File: config.mk
export PLATFORM = sky130hd
export DESIGN_NAME = ctsd_top
export DESIGN_NICKNAME = d
export VERILOG_FILES = /design/src/verilog/ctsd_pkg.sv /design/src/verilog/ctsd_tmr_if.sv /design/src/verilog/ctsd_timer.sv /design/src/verilog/ctsd_top.sv
export SDC_FILE = /design/constraint.sdc
export NUM_CORES = 2
export LEC_CHECK = 0
export ABC_AREA = 1
export ABC_CLOCK_PERIOD_IN_PS = 9750
export BUFFER_PORTS_ARGS = -buffer_cell sky130_fd_sc_hd__buf_2
export CAP_MARGIN = 20
export CORE_ASPECT_RATIO = 2
export CORE_MARGIN = 8
export CORE_UTILIZATION = 45
export CTS_CLUSTER_SIZE = 28
export DETAILED_ROUTE_END_ITERATION = 8
export PLACE_DENSITY_LB_ADDON = 0.15
export SLEW_MARGIN = 15
export SYNTH_ARGS = -nofsm -noshare
export SYNTH_HDL_FRONTEND = slang
export SYNTH_SLANG_ARGS = --single-unit
export TNS_END_PERCENT = 100
File: constraint.sdc
create_clock -name ref_clk_i -period 9.75 [get_ports ref_clk_i]
set_input_delay 0.975 -clock ref_clk_i [delete_from_list [all_inputs] [get_ports ref_clk_i]]
set_output_delay 0.975 -clock ref_clk_i [all_outputs]
set_load 0.02 [all_outputs]
File: src/verilog/ctsd_pkg.sv
// Shared constants and types of the capacitive touch scan and detect block.
// Assumes a 20 MHz single clock domain and one measurement block of four pins.
package ctsd_pkg;
    localparam int PINS = 4;
    localparam int PW = 2;
    localparam int CW = 16;
    localparam int DW = 18;
    localparam int TW = 16;
    localparam int CLK_NS = 50;
    localparam int CLK_HZ = 20_000_000;
    localparam int MS_NS = 1_000_000;
    localparam int TICK_DIV = MS_NS / CLK_NS;
    localparam int FILT_STR = 1;
    localparam int BASE_STR = 7;
    localparam int TOUCH_SH = 7;
    localparam int UART_BAUD = 250_000;
    localparam logic [15:0] UART_DIV = 16'(CLK_HZ / UART_BAUD);
    localparam int I2C_MAX_HZ = 400_000;
    localparam logic [15:0] I2C_MIN_SCL = 16'(CLK_HZ / I2C_MAX_HZ);
    localparam logic [6:0] I2C_ADDR = 7'h0A;
    localparam logic [TW-1:0] CNT_RST = 16'h0000;

    typedef enum logic [1:0] {
        COMM_UART = 2'h0,
        COMM_I2C_TUNE = 2'h1,
        COMM_I2C_REG = 2'h2,
        COMM_NONE = 2'h3
    } ctsd_comm_t;

    typedef enum logic [1:0] {
        MODE_ACTIVE = 2'h1,
        MODE_WAKE = 2'h2
    } ctsd_mode_t;

    typedef enum logic [1:0] {
        SC_IDLE = 2'h1,
        SC_WAIT = 2'h2
    } ctsd_scan_t;
endpackage

File: src/verilog/ctsd_tmr_if.sv
// Carrier between the sequencer and one of its period timers.
// Assumes both ends run on the same clock.
`timescale 1ns/1ps
`default_nettype none
interface ctsd_tmr_if;
    logic tick;
    logic restart;
    logic [15:0] period;
    logic expire;
    modport owner(output tick, output restart, output period, input expire);
    modport timer(input tick, input restart, input period, output expire);
endinterface
`default_nettype wire

File: src/verilog/ctsd_timer.sv
// Period timer counting millisecond ticks; one-cycle expire pulse each period.
// Assumes tick is a one-cycle enable on the same clock.
`timescale 1ns/1ps
`default_nettype none
module ctsd_timer (
    input wire logic ref_clk_i,
    input wire logic rst_n_i,
    ctsd_tmr_if.timer t
);
    import ctsd_pkg::*;
    logic [TW-1:0] cnt_reg;

    always_ff @(posedge ref_clk_i or negedge rst_n_i) begin
        if (!rst_n_i) begin
            cnt_reg <= CNT_RST;
            t.expire <= 1'b0;
        end else if (t.restart) begin
            cnt_reg <= CNT_RST;
            t.expire <= 1'b0;
        end else if (t.tick) begin
            // A zero period behaves as one tick
            if (cnt_reg + 16'h0001 >= t.period) begin
                cnt_reg <= CNT_RST;
                t.expire <= 1'b1;
            end else begin
                cnt_reg <= cnt_reg + 16'h0001;
                t.expire <= 1'b0;
            end
        end else begin
            t.expire <= 1'b0;
        end
    end
endmodule // ctsd_timer
`default_nettype wire

File: src/verilog/ctsd_top.sv
// Scan sequencer, mode control and detection for one four-pin measurement block.
// Assumes converter and processor handshakes come from logic on ref_clk_i.
`timescale 1ns/1ps
`default_nettype none
module ctsd_top #(
    parameter int TICK_CYCLES = ctsd_pkg::TICK_DIV
) (
    input wire logic ref_clk_i,
    input wire logic rst_n_i,
    input wire logic cpu_scan_start_i,
    input wire logic conv_done_i,
    input wire logic [ctsd_pkg::CW-1:0] conv_count_i,
    input wire logic [ctsd_pkg::TW-1:0] active_period_i,
    input wire logic [ctsd_pkg::TW-1:0] wake_period_i,
    input wire logic [ctsd_pkg::TW-1:0] forced_wake_i,
    input wire logic [ctsd_pkg::TW-1:0] idle_limit_i,
    input wire logic [ctsd_pkg::PW-1:0] wake_pin_i,
    input wire logic mutual_i,
    input wire logic [ctsd_pkg::CW-1:0] target_count_i,
    input wire logic [ctsd_pkg::CW-1:0] fault_level_i,
    input wire logic [ctsd_pkg::CW-1:0] prox_level_i,
    input wire logic [7:0] touch_level_i,
    input wire logic [ctsd_pkg::CW-1:0] neg_level_i,
    input wire logic [7:0] db_in_i,
    input wire logic [7:0] db_out_i,
    input wire logic [ctsd_pkg::TW-1:0] near_limit_i,
    input wire logic [1:0] comm_mode_i,
    output logic conv_start_o,
    output logic [ctsd_pkg::PINS-1:0] pin_sel_o,
    output logic cpu_wake_o,
    output logic mode_wake_o,
    output logic [ctsd_pkg::PINS-1:0] prox_o,
    output logic [ctsd_pkg::PINS-1:0] touch_o,
    output logic fault_o,
    output logic signed [ctsd_pkg::DW-1:0] delta_o,
    output logic [ctsd_pkg::PINS-1:0] recal_pend_o,
    output logic uart_en_o,
    output logic i2c_en_o,
    output logic i2c_tune_o,
    output logic [6:0] i2c_addr_o,
    output logic [15:0] uart_div_o,
    output logic [15:0] i2c_min_scl_o
);
    import ctsd_pkg::*;

    ctsd_mode_t mode_reg;
    ctsd_scan_t scan_reg;
    logic [31:0] div_reg;
    logic tick_reg;
    logic [PW-1:0] idx_reg;
    logic [TW-1:0] idle_reg;
    logic signed [DW-1:0] offs_reg [PINS];
    logic signed [DW-1:0] filt_reg [PINS];
    logic signed [DW-1:0] base_reg [PINS];
    logic [7:0] pcnt_reg [PINS];
    logic [7:0] tcnt_reg [PINS];
    logic [TW-1:0] near_reg [PINS];
    logic [PINS-1:0] cal_reg;

    ctsd_tmr_if act_t ();
    ctsd_tmr_if wak_t ();
    ctsd_tmr_if frc_t ();

    ctsd_timer u_act (.ref_clk_i(ref_clk_i), .rst_n_i(rst_n_i), .t(act_t.timer));
    ctsd_timer u_wak (.ref_clk_i(ref_clk_i), .rst_n_i(rst_n_i), .t(wak_t.timer));
    ctsd_timer u_frc (.ref_clk_i(ref_clk_i), .rst_n_i(rst_n_i), .t(frc_t.timer));

    assign act_t.tick = tick_reg;
    assign act_t.restart = (mode_reg != MODE_ACTIVE);
    assign act_t.period = active_period_i;
    assign wak_t.tick = tick_reg;
    assign wak_t.restart = (mode_reg != MODE_WAKE);
    assign wak_t.period = wake_period_i;
    assign frc_t.tick = tick_reg;
    assign frc_t.restart = (mode_reg != MODE_WAKE);
    assign frc_t.period = forced_wake_i;

    // Millisecond enable; the divide is a parameter so simulation can shorten it
    always_ff @(posedge ref_clk_i or negedge rst_n_i) begin
        if (!rst_n_i) begin
            div_reg <= 32'h0000_0000;
            tick_reg <= 1'b0;
        end else if (div_reg + 32'h0000_0001 >= 32'(TICK_CYCLES)) begin
            div_reg <= 32'h0000_0000;
            tick_reg <= 1'b1;
        end else begin
            div_reg <= div_reg + 32'h0000_0001;
            tick_reg <= 1'b0;
        end
    end

    // Sample path for the pin just converted
    logic signed [DW-1:0] corr, nf, nb, delta, sdelta, mag, target;
    logic [25:0] mag_sc, touch_sc;
    logic fault_hit, prox_hit, touch_hit, neg_hit, freeze;

    always_comb begin
        target = DW'(signed'({1'b0, target_count_i}));
        // A calibrating sample reads as the target, so fault and difference see no stale offset
        corr = cal_reg[idx_reg] ? target
                                : DW'(signed'({1'b0, conv_count_i})) + offs_reg[idx_reg];
        fault_hit = corr > DW'(signed'({1'b0, fault_level_i}));
        nf = filt_reg[idx_reg] + ((corr - filt_reg[idx_reg]) >>> FILT_STR);
        delta = cal_reg[idx_reg] ? '0 : nf - base_reg[idx_reg];
        sdelta = mutual_i ? -delta : delta;
        mag = (delta < 0) ? -delta : delta;
        prox_hit = mag >= DW'(signed'({1'b0, prox_level_i}));
        freeze = prox_hit;
        nb = freeze ? base_reg[idx_reg]
                    : base_reg[idx_reg] + ((nf - base_reg[idx_reg]) >>> BASE_STR);
        mag_sc = {1'b0, mag[DW-2:0], 8'h00} >> 1;
        touch_sc = 26'(base_reg[idx_reg][DW-2:0]) * 26'(touch_level_i);
        touch_hit = mag_sc >= touch_sc;
        neg_hit = (sdelta < 0) && (-sdelta >= DW'(signed'({1'b0, neg_level_i})));
    end

    wire sample = (scan_reg == SC_WAIT) && conv_done_i;
    wire wake_hit = sample && (mode_reg == MODE_WAKE) && (prox_o[idx_reg] | fault_hit);
    wire force_cal = (mode_reg == MODE_WAKE) && frc_t.expire;
    wire any_det = (|prox_o) | (|touch_o);

    // Debounced flag step: returns {flag, count}
    function automatic logic [8:0] debounce(input logic flag, input logic hit,
                                            input logic [7:0] cnt);
        logic [7:0] n;
        n = cnt + 8'h01;
        if (hit != flag) begin
            if (n >= (flag ? db_out_i : db_in_i))
                debounce = {hit, 8'h00};
            else
                debounce = {flag, n};
        end else begin
            debounce = {flag, 8'h00};
        end
    endfunction

    // Mode sequencing
    always_ff @(posedge ref_clk_i or negedge rst_n_i) begin
        if (!rst_n_i) begin
            mode_reg <= MODE_ACTIVE;
            idle_reg <= CNT_RST;
            cpu_wake_o <= 1'b0;
        end else begin
            cpu_wake_o <= 1'b0;
            unique case (mode_reg)
                MODE_ACTIVE: begin
                    if (act_t.expire) begin
                        cpu_wake_o <= 1'b1;
                    end
                    if (any_det) begin
                        idle_reg <= CNT_RST;
                    end else if (act_t.expire) begin
                        if (idle_reg + 16'h0001 < idle_limit_i) begin
                            idle_reg <= idle_reg + 16'h0001;
                        end else if (scan_reg == SC_IDLE && !cpu_scan_start_i) begin
                            // Only between scans, so an active scan is never cut short
                            idle_reg <= CNT_RST;
                            mode_reg <= MODE_WAKE;
                        end
                    end
                end
                MODE_WAKE: begin
                    if (wake_hit || force_cal) begin
                        mode_reg <= MODE_ACTIVE;
                        cpu_wake_o <= 1'b1;
                        idle_reg <= CNT_RST;
                    end
                end
            endcase
        end
    end
    assign mode_wake_o = mode_reg[1];

    // Scan sequencer: one pin at a time
    always_ff @(posedge ref_clk_i or negedge rst_n_i) begin
        if (!rst_n_i) begin
            scan_reg <= SC_IDLE;
            idx_reg <= 2'h0;
            conv_start_o <= 1'b0;
            pin_sel_o <= 4'h0;
        end else begin
            conv_start_o <= 1'b0;
            unique case (scan_reg)
                SC_IDLE: begin
                    if (mode_reg == MODE_ACTIVE && cpu_scan_start_i) begin
                        idx_reg <= 2'h0;
                        pin_sel_o <= 4'h1;
                        conv_start_o <= 1'b1;
                        scan_reg <= SC_WAIT;
                    end else if (mode_reg == MODE_WAKE && wak_t.expire) begin
                        idx_reg <= wake_pin_i;
                        pin_sel_o <= 4'h1 << wake_pin_i;
                        conv_start_o <= 1'b1;
                        scan_reg <= SC_WAIT;
                    end
                end
                SC_WAIT: begin
                    if (conv_done_i) begin
                        if (mode_reg == MODE_ACTIVE && idx_reg != 2'(PINS - 1)) begin
                            idx_reg <= idx_reg + 2'h1;
                            pin_sel_o <= pin_sel_o << 1;
                            conv_start_o <= 1'b1;
                        end else begin
                            pin_sel_o <= 4'h0;
                            scan_reg <= SC_IDLE;
                        end
                    end
                end
            endcase
        end
    end

    // Per-pin filter, calibration and detection state
    genvar g;
    generate
        for (g = 0; g < PINS; g++) begin : g_pin
            wire mine = sample && (idx_reg == PW'(g));
            logic [8:0] pd, td;
            assign pd = debounce(prox_o[g], prox_hit, pcnt_reg[g]);
            assign td = debounce(touch_o[g], touch_hit, tcnt_reg[g]);
            wire near_full = prox_o[g] && (near_reg[g] + 16'h0001 >= near_limit_i);

            always_ff @(posedge ref_clk_i or negedge rst_n_i) begin
                if (!rst_n_i) begin
                    offs_reg[g] <= '0;
                    filt_reg[g] <= '0;
                    base_reg[g] <= '0;
                end else if (mine && cal_reg[g]) begin
                    offs_reg[g] <= target - DW'(signed'({1'b0, conv_count_i}));
                    filt_reg[g] <= target;
                    base_reg[g] <= target;
                end else if (mine) begin
                    filt_reg[g] <= nf;
                    base_reg[g] <= nb;
                end
            end

            always_ff @(posedge ref_clk_i or negedge rst_n_i) begin
                if (!rst_n_i) begin
                    prox_o[g] <= 1'b0;
                    touch_o[g] <= 1'b0;
                    pcnt_reg[g] <= 8'h00;
                    tcnt_reg[g] <= 8'h00;
                    near_reg[g] <= CNT_RST;
                end else if (mine && cal_reg[g]) begin
                    prox_o[g] <= 1'b0;
                    touch_o[g] <= 1'b0;
                    pcnt_reg[g] <= 8'h00;
                    tcnt_reg[g] <= 8'h00;
                    near_reg[g] <= CNT_RST;
                end else if (mine) begin
                    {prox_o[g], pcnt_reg[g]} <= pd;
                    {touch_o[g], tcnt_reg[g]} <= td;
                    if (!prox_o[g] || near_full)
                        near_reg[g] <= CNT_RST;
                    else
                        near_reg[g] <= near_reg[g] + 16'h0001;
                end
            end

            // Request wins over the clear of the same cycle
            always_ff @(posedge ref_clk_i or negedge rst_n_i) begin
                if (!rst_n_i) begin
                    cal_reg[g] <= 1'b1;
                end else if (force_cal) begin
                    cal_reg[g] <= 1'b1;
                end else if (mine && !cal_reg[g] && (neg_hit || near_full)) begin
                    cal_reg[g] <= 1'b1;
                end else if (mine) begin
                    cal_reg[g] <= 1'b0;
                end
            end
        end
    endgenerate
    assign recal_pend_o = cal_reg;

    // Last sample status
    always_ff @(posedge ref_clk_i or negedge rst_n_i) begin
        if (!rst_n_i) begin
            fault_o <= 1'b0;
            delta_o <= '0;
        end else if (sample) begin
            fault_o <= fault_hit;
            delta_o <= delta;
        end
    end

    // Host link selection; none turns every link off
    always_ff @(posedge ref_clk_i or negedge rst_n_i) begin
        if (!rst_n_i) begin
            uart_en_o <= 1'b0;
            i2c_en_o <= 1'b0;
            i2c_tune_o <= 1'b0;
            i2c_addr_o <= I2C_ADDR;
            uart_div_o <= UART_DIV;
            i2c_min_scl_o <= I2C_MIN_SCL;
        end else begin
            uart_en_o <= (comm_mode_i == COMM_UART);
            i2c_en_o <= (comm_mode_i == COMM_I2C_TUNE) || (comm_mode_i == COMM_I2C_REG);
            i2c_tune_o <= (comm_mode_i == COMM_I2C_TUNE);
            i2c_addr_o <= I2C_ADDR;
            uart_div_o <= UART_DIV;
            i2c_min_scl_o <= I2C_MIN_SCL;
        end
    end
endmodule // ctsd_top
`default_nettype wire
; Word level (Yosys, flattened, before mapping)
; Cells that the tools add are included.
[classes]
addsub = 27
multipliers = 1
div_mod_pow = 0
order_cmp = 25
eq_ne = 31
n_shift = 1
muxes = 169
n_bitwise = 3
n_reduce_logical = 91
[ops]
columns = cell, count
row1 = 2-to-1 mux 18 bit, 27
row2 = 2-to-1 mux 16 bit, 26
row3 = 2-to-1 mux 8 bit, 24
row4 = 2-to-1 mux 9 bit, 16
row5 = "adder 16 x 1 -> 16 bit, second input constant", 8
row6 = greater-or-equal comparator 16 bit, 7
row7 = binary-select mux 18 bit (select 2 bit), 3
row8 = "adder 8 x 1 -> 8 bit, second input constant", 8
row9 = greater-or-equal comparator 8 bit, 8
row10 = subtractor 18 bit, 3
row11 = 2-to-1 mux 1 bit, 46
row12 = nonzero test 2 bit, 22
row13 = greater-or-equal comparator 18 x 17 -> 1 bit, 2
row14 = "< comparator 18 x 1 -> 1 bit, second input constant", 2
row15 = negation 18 bit, 2
row16 = AND reduction 3 bit, 11
row17 = "adder 32 x 1 -> 32 bit, second input constant", 1
row18 = "greater-or-equal comparator 32 x 15 -> 1 bit, second input constant", 1
row19 = 2-to-1 mux 32 bit, 1
row20 = case mux 16 bit (2 select lines), 1
row21 = logical AND 1 bit, 29
row22 = 2-to-1 mux 2 bit, 13
row23 = greater-or-equal comparator 24 x 25 -> 1 bit, 1
row24 = multiplier 17 x 8 -> 25 bit, 1
row25 = 32 further kinds, 85
[word_totals]
regBits = 490
latchBits = 0
ramBits = 0
rom_bits = 0
in_bits = 193
output_inout_bits = 80
elab_cells = 404
memories = 0

; Longest topological paths before layout
[depth]
ltp_word = 19
mapped_depth = 73
ltp_nobuf = 65

; Cells and area by module
; From an unflattened synthesis, not the netlist that was laid out.
[hier_totals]
cells_unflattened = 5667
area_unflattened_um2 = 41941.5
[by_module_without_submodules]
columns = mod, instances, cells_each, area_each_um2, seq_area_each_um2
row1 = ctsd_top, 1, 5040, 37455.9, 10892.9
row2 = ctsd_timer, 3, 209, 1495.2, 425.4

; Worst setup path before layout
; OpenSTA, ideal clock, no wires.
[synth_path]
path_kind = reg2reg
start = reg idx_reg[0]
end = reg touch_o[1] (netlist bit)
setup_time_ns = 0.122
arrival_ns = 10.131
required_ns = 9.628
slack_ns = -0.503
path_stages_with_launch = 64
path_buffers = 8
period_less_slack_ns = 10.253
cell_sequence = dfrtp_1 > buf_4 > buf_6 > clkbuf_1 > clkbuf_1 > clkbuf_1 > clkbuf_1 > o21ai_0 > o22ai_1 > ha_1 > a21oi_1 > nand2_1 > inv_1 > o21bai_2 > nand3_1 > nand2_1 > xnor2_1 > o21ai_0 > (+28 left out) > nand2_4 > nor2_4 > clkbuf_1 > clkbuf_1 > o21ai_0 > ha_1 > a21oi_1 > o21ai_0 > a2111oi_0 > a21oi_1 > nor2_1 > o21ai_1 > a21oi_1 > nor2_4 > xor2_1 > nand3_1 > nand3_1 > o21ai_1
[synth_via]
elab_chain_cells = 17
word_cells_on_any_way = 35
classes_between = 5 x add/sub / 1 x mul / 2 x order compare / 2 x eq/ne / 18 x mux / 1 x bitwise / 6 x reduce/logical
[synth_rtl]
columns = item, line_no
row1 = from (decl), ctsd_top.sv:50  ; logic [PW-1:0] idx_reg;
row2 = from (signal assigned), ctsd_top.sv:191  ; idx_reg <= wake_pin_i;
row3 = from (signal assigned), ctsd_top.sv:200  ; idx_reg <= idx_reg + 2'h1;
row4 = NOT 2 -> 3 bit (implied by the code), "ctsd_top.sv:101, ctsd_top.sv:103, ctsd_top.sv:104"
row5 = binary-select mux 18 bit (select 2 bit), ctsd_top.sv:101  ; : DW'(signed'({1'b0, conv_count_i})) + offs_reg[idx_reg];
row6 = 2-to-1 mux 18 bit (implied by the code) (2 in series), ctsd_top.sv:101
row7 = adder 17 x 18 -> 18 bit, ctsd_top.sv:101
row8 = 2-to-1 mux 18 bit, ctsd_top.sv:100  ; corr = cal_reg[idx_reg] ? target
row9 = subtractor 18 bit, ctsd_top.sv:103  ; nf = filt_reg[idx_reg] + ((corr - filt_reg[idx_reg]) >>> FILT_STR);
row10 = adder 18 x 17 -> 18 bit, ctsd_top.sv:103
row11 = subtractor 18 bit, ctsd_top.sv:104  ; delta = cal_reg[idx_reg] ? '0 : nf - base_reg[idx_reg];
row12 = 2-to-1 mux 18 bit (*), ctsd_top.sv:104
row13 = named net delta[17], ctsd_top.sv:93  ; logic signed [DW-1:0] corr, nf, nb, delta, sdelta, mag, target;
row14 = < comparator 18 x 1 -> 1 bit (*), ctsd_top.sv:106  ; mag = (delta < 0) ? -delta : delta;
row15 = 2-to-1 mux 18 bit (*), ctsd_top.sv:106
row16 = greater-or-equal comparator 24 x 25 -> 1 bit (*), ctsd_top.sv:113  ; touch_hit = mag_sc >= touch_sc;
row17 = 2-to-1 mux 9 bit, ctsd_top.sv:128  ; if (n >= (flag ? db_out_i : db_in_i))
row18 = 2-to-1 mux 9 bit, ctsd_top.sv:127  ; if (hit != flag) begin
row19 = 2-to-1 mux 1 bit, ctsd_top.sv:251  ; end else if (mine) begin
row20 = 2-to-1 mux 1 bit, ctsd_top.sv:245  ; end else if (mine && cal_reg[g]) begin
row21 = "to (signal, indexed assignment)", ctsd_top.sv:253  ; {touch_o[g], tcnt_reg[g]} <= td;
row22 = to (decl), ctsd_top.sv:33  ; output logic [ctsd_pkg::PINS-1:0] touch_o,
; The timed path passes the listed nets; every way through them passes the cells marked *. The select of a mux whose other input is x is not followed.
; A chain may end at the register's enable or synchronous reset.

; Worst setup path in the final report
[layout_path]
start = reg idx_reg[0]
end = reg tcnt_reg[16] (netlist bit)
[layout_via]
elab_chain_cells = 17
word_cells_on_any_way = 31
classes_between = 5 x add/sub / 1 x mul / 2 x order compare / 2 x eq/ne / 17 x mux / 1 x bitwise / 3 x reduce/logical
[layout_rtl]
columns = item, line_no
row1 = NOT 2 -> 3 bit (implied by the code), n/a
row2 = binary-select mux 18 bit (select 2 bit), ctsd_top.sv:101
row3 = 2-to-1 mux 18 bit (implied by the code) (2 in series), ctsd_top.sv:101
row4 = adder 17 x 18 -> 18 bit, ctsd_top.sv:101
row5 = 2-to-1 mux 18 bit, ctsd_top.sv:100
row6 = subtractor 18 bit, ctsd_top.sv:103
row7 = adder 18 x 17 -> 18 bit, ctsd_top.sv:103
row8 = subtractor 18 bit, ctsd_top.sv:104
row9 = 2-to-1 mux 18 bit, ctsd_top.sv:104
row10 = negation 18 bit / < comparator 18 x 1 -> 1 bit (equally long branches), ctsd_top.sv:106
row11 = 2-to-1 mux 18 bit, ctsd_top.sv:106
row12 = greater-or-equal comparator 24 x 25 -> 1 bit, ctsd_top.sv:113
row13 = inequality test 1 bit, ctsd_top.sv:127
row14 = 2-to-1 mux 9 bit, ctsd_top.sv:127
row15 = 2-to-1 mux 8 bit, ctsd_top.sv:251
row16 = 2-to-1 mux 8 bit, ctsd_top.sv:245
row17 = "to (signal, indexed assignment)", ctsd_top.sv:253
row18 = to (decl), ctsd_top.sv:56  ; logic [7:0] tcnt_reg [PINS];
; Several ways; a longest one is shown, not always the timed one. The select of a mux whose other input is x is not followed.

==> metrics.md <==
| Metric | Value |
|---|---|
| Outcome | finished clean |
| Fraction of layout cells with a size suffix above 1 | 12.3% |
| Compound-Gate Fraction of Synth Area | 15.0% |
| Cell family with most CP delay | compound AO/OA/AOI/OAI gates |
| GRT Util Overall | 27.7% |
| Yosys cell types | 65 |
| Relative slew slack | 30.0% |
| Layout Skew | 0.0358 ns |
| First-pass GRT wire length | 221,000 um |
| Mapped cell area | 41,400 um^2 |
| Row cnt | 157 |
| Worst-margin pin slew | 1.05 ns |
| I/O pin count | 273 |
| Core area | 91,300 um^2 |
| Highest fanout seen on the critical path | 9 |
| Total of warnings raised by yosys | 0 |
| DRT Pass-1 Iters | 6 |
| Min-delay worst type | in -> async |
| Routed WL | 145,000 um |
| Multiplexer area fraction after synthesis | 0.121% |
| Register bit total from synthesis | 486 |
| Nets | 6,608 |
| Initial Util | 45.3% |
| Fmax | 108 MHz |
| Most used routing layer | met2 |
| Overflow after GRT | 0 |
| Setup-failing EPs final | 0 |
| Clock buffer depth | 3 |
| Max incr delay on CP | 0.54 ns |
| TritonCTS clock tree | done |
| Post-synth EDFFs | 0 |
| Slew Limit Fails | 0 |
| CP startpoint kind | register |
| CTS Hold Bufs | 0 |
| Die Ht | 445 um |
| Minimum clock period | 9.27 ns |
| Post-Synth XOR/XNOR Area | 5.42% |
| Post-Synth Adder-Cell Area | 17.5% |
| Initial antenna violation count | 3 |
| CP Data Arrival Time | 9.74 ns |
| Synth Area in Simple Gates | 22.1% |
| Syn Area/Cell | 7.47 um^2 |
| Top_reg_cell synth | dfrtp_1 |
| Worst-path clk slew | 0.07 ns |
| Routed len/inst | 20.4 um |
| Critical path's most frequent cell | nand2_1 |
| DP HPWL | 112,000 um |
| Worst setup EP type | register |
| Syn-to-layout area delta | 14.0% |
| Grt met3 use | 4.37% |
| Max-Cap Viols | 0 |
| Die footprint | 103,000 um^2 |
| GR met1 Demand/Resource | 27.0% |
| Pin count of the biggest net entering global routing | 168 |
| Worst skew pair latency | 0.66 ns |
| Hold WS | 0.230 ns |
| CTS H-tree lvls | 2 |
| DR vias/cell | 5.47 |
| TritonCTS Buffers | 50 |
| I/O Buffers | 233 |
| Hold Violations, Final | 0 |
| Mapped Cells | 5,543 |
| Sequential share of the synthesized area | 29.4% |
| Number of global-route vias before repair | 40,047 |
| Main combinational cell family by area after synthesis | simple AND/OR/NAND/NOR gates |
| Residual DRC | 0 |
| Remaining antenna violation count after routing | 0 |
| Root Buffer | clkbuf_16 |
| Iter 0 DRT Violations | 2,203 |
| Final worst-path cycle share | 95.1% |
| Critical Path Slowest Stage Cell | dfrtp_4 |
| Setup CP Type | reg -> reg |
| GR met2 Demand/Resource | 50.5% |
| FFs w/ async S/R, synth | 100% |
| Worst Path Required | 10.22 ns |
| Routability cong. | 1.00 |
| TNS Setup | 0 ns |
| Critical path buffers and inverters | 8 |
| Vias | 39,034 |
| Clock Sinks | 486 |
| Die width | 230 um |
-- placed cells by master, fill, tap and decap left out, drive strengths merged, types with 24 or more instances in the layout --
master	n
nand2	1282
inv	882
dfrtp	480
o21ai	474
buf	449
ha	425
nand3	356
nor2	333
a21oi	254
xor2	202
fa	96
clkbuf	68
nor3	65
o32ai	59
nand4	58
conb	56
xnor2	54
o21a	41
o22ai	41
a221o	27
o211ai	24
-- synth_stat cells, types with 7 or more instances --
library cell	instances	share of area, %
nand2_2	24	0.36
a21oi_1	251	3.0
buf_1	17	0.15
o21a_1	41	0.74
a32o_1	10	0.24
nor2_1	321	2.9
or2_2	12	0.18
a21boi_0	9	0.16
dfrtp_1	480	29
nand2_1	1253	11
inv_2	19	0.17
a32oi_1	17	0.36
o21ai_1	76	0.92
nor2_2	10	0.15
clkbuf_1	133	1.2
buf_4	42	0.76
nand3_2	14	0.34
o21ai_2	20	0.42
nand4_1	57	0.86
nand3b_1	14	0.25
o21ai_0	378	4.6
xnor2_1	54	1.1
nor3_1	64	0.77
clkinv_1	7	0.064
nor4_1	12	0.18
o21bai_1	12	0.22
a221o_1	27	0.65
nand3_1	337	4.1
o211ai_1	24	0.44
o22ai_1	41	0.62
o31ai_1	21	0.38
o32ai_1	59	1.2
fa_1	96	4.6
ha_1	425	13
a21o_1	8	0.15
a211oi_1	12	0.22
inv_1	860	7.8
a31oi_1	11	0.17
xor2_1	202	4.3
-- final cells by class --
| type | instances | area, um^2 |
|---|---|---|
| Timing Repair Buffer | 449 | 3000 |
| Clock inverter | 26 | 317 |
| Antenna cell | 2 | 5.00 |
| Tap cell | 1192 | 1490 |
| Timing Repair inverter | 1 | 7.51 |
| Fill cell | 9077 | 44200 |
| Inverter | 887 | 3350 |
| Multi-Input combinational cell | 4019 | 25400 |
| Sequential cell | 486 | 12200 |
| Clock buffer | 68 | 1410 |
-- routing by layer --
layer / wire length, um / share of wire (%)
met5: 11 / 0.0076
met2: 73300 / 50
met1: 50000 / 34
met3: 7800 / 5.4
met4: 14200 / 9.8
-- logic make-up (layout without fill, tap and decap cells) --
logic type	count (synthesis)	count (layout)
AND/OR/NAND/NOR	2144	2144
adder cells (fa/ha/maj)	521	521
XOR/XNOR	256	256
multiplexers	5	5
flip-flops	486	486
other	2	58
buffers and inverters	1092	1431
AO/OA/AOI/OAI	1037	1037
-- metrics by stage --
stage                     setup WS [ns]  instance area [um^2]  instances  util (%)
after floorplan                  0.0811                 41600       5597         -
after global placement          0.00804                 44900       7014      49.2
after detailed placement         -0.111                 44900       7014      49.2
after CTS                        0.0727                 46700       7108      51.1
after global routing             -0.106                 47200       7129      51.6
final                             0.479                 47200       7130      51.6
-- path summary, 6_finish.rpt --
kind	start	end	slack, ns	cells after the start
worst max register to register	idx_reg[0]	tcnt_reg[16]	0.48	60
worst min register to register	offs_reg[56]	offs_reg[56]	0.47	2
min in group ref_clk_i	offs_reg[56]	offs_reg[56]	0.47	2
worst max-delay path	idx_reg[0]	tcnt_reg[16]	0.48	60
worst min-delay path	rst_n_i	u_wak.cnt_reg[0]	0.23	1
max in group asynchronous	rst_n_i	filt_reg[44]	7.44	3
-- what timing repair did --
action / 4_1_cts / 5_1_grt
resized for setup: 7 / 87
setup endpoints to repair: 144 / 148
buffers inserted: 0 / 19
pin swaps: 0 / 37
gates cloned: 0 / 1
Power is not shown: default switching activity piles up to over one toggle a cycle in this logic, so the estimate is an artifact.
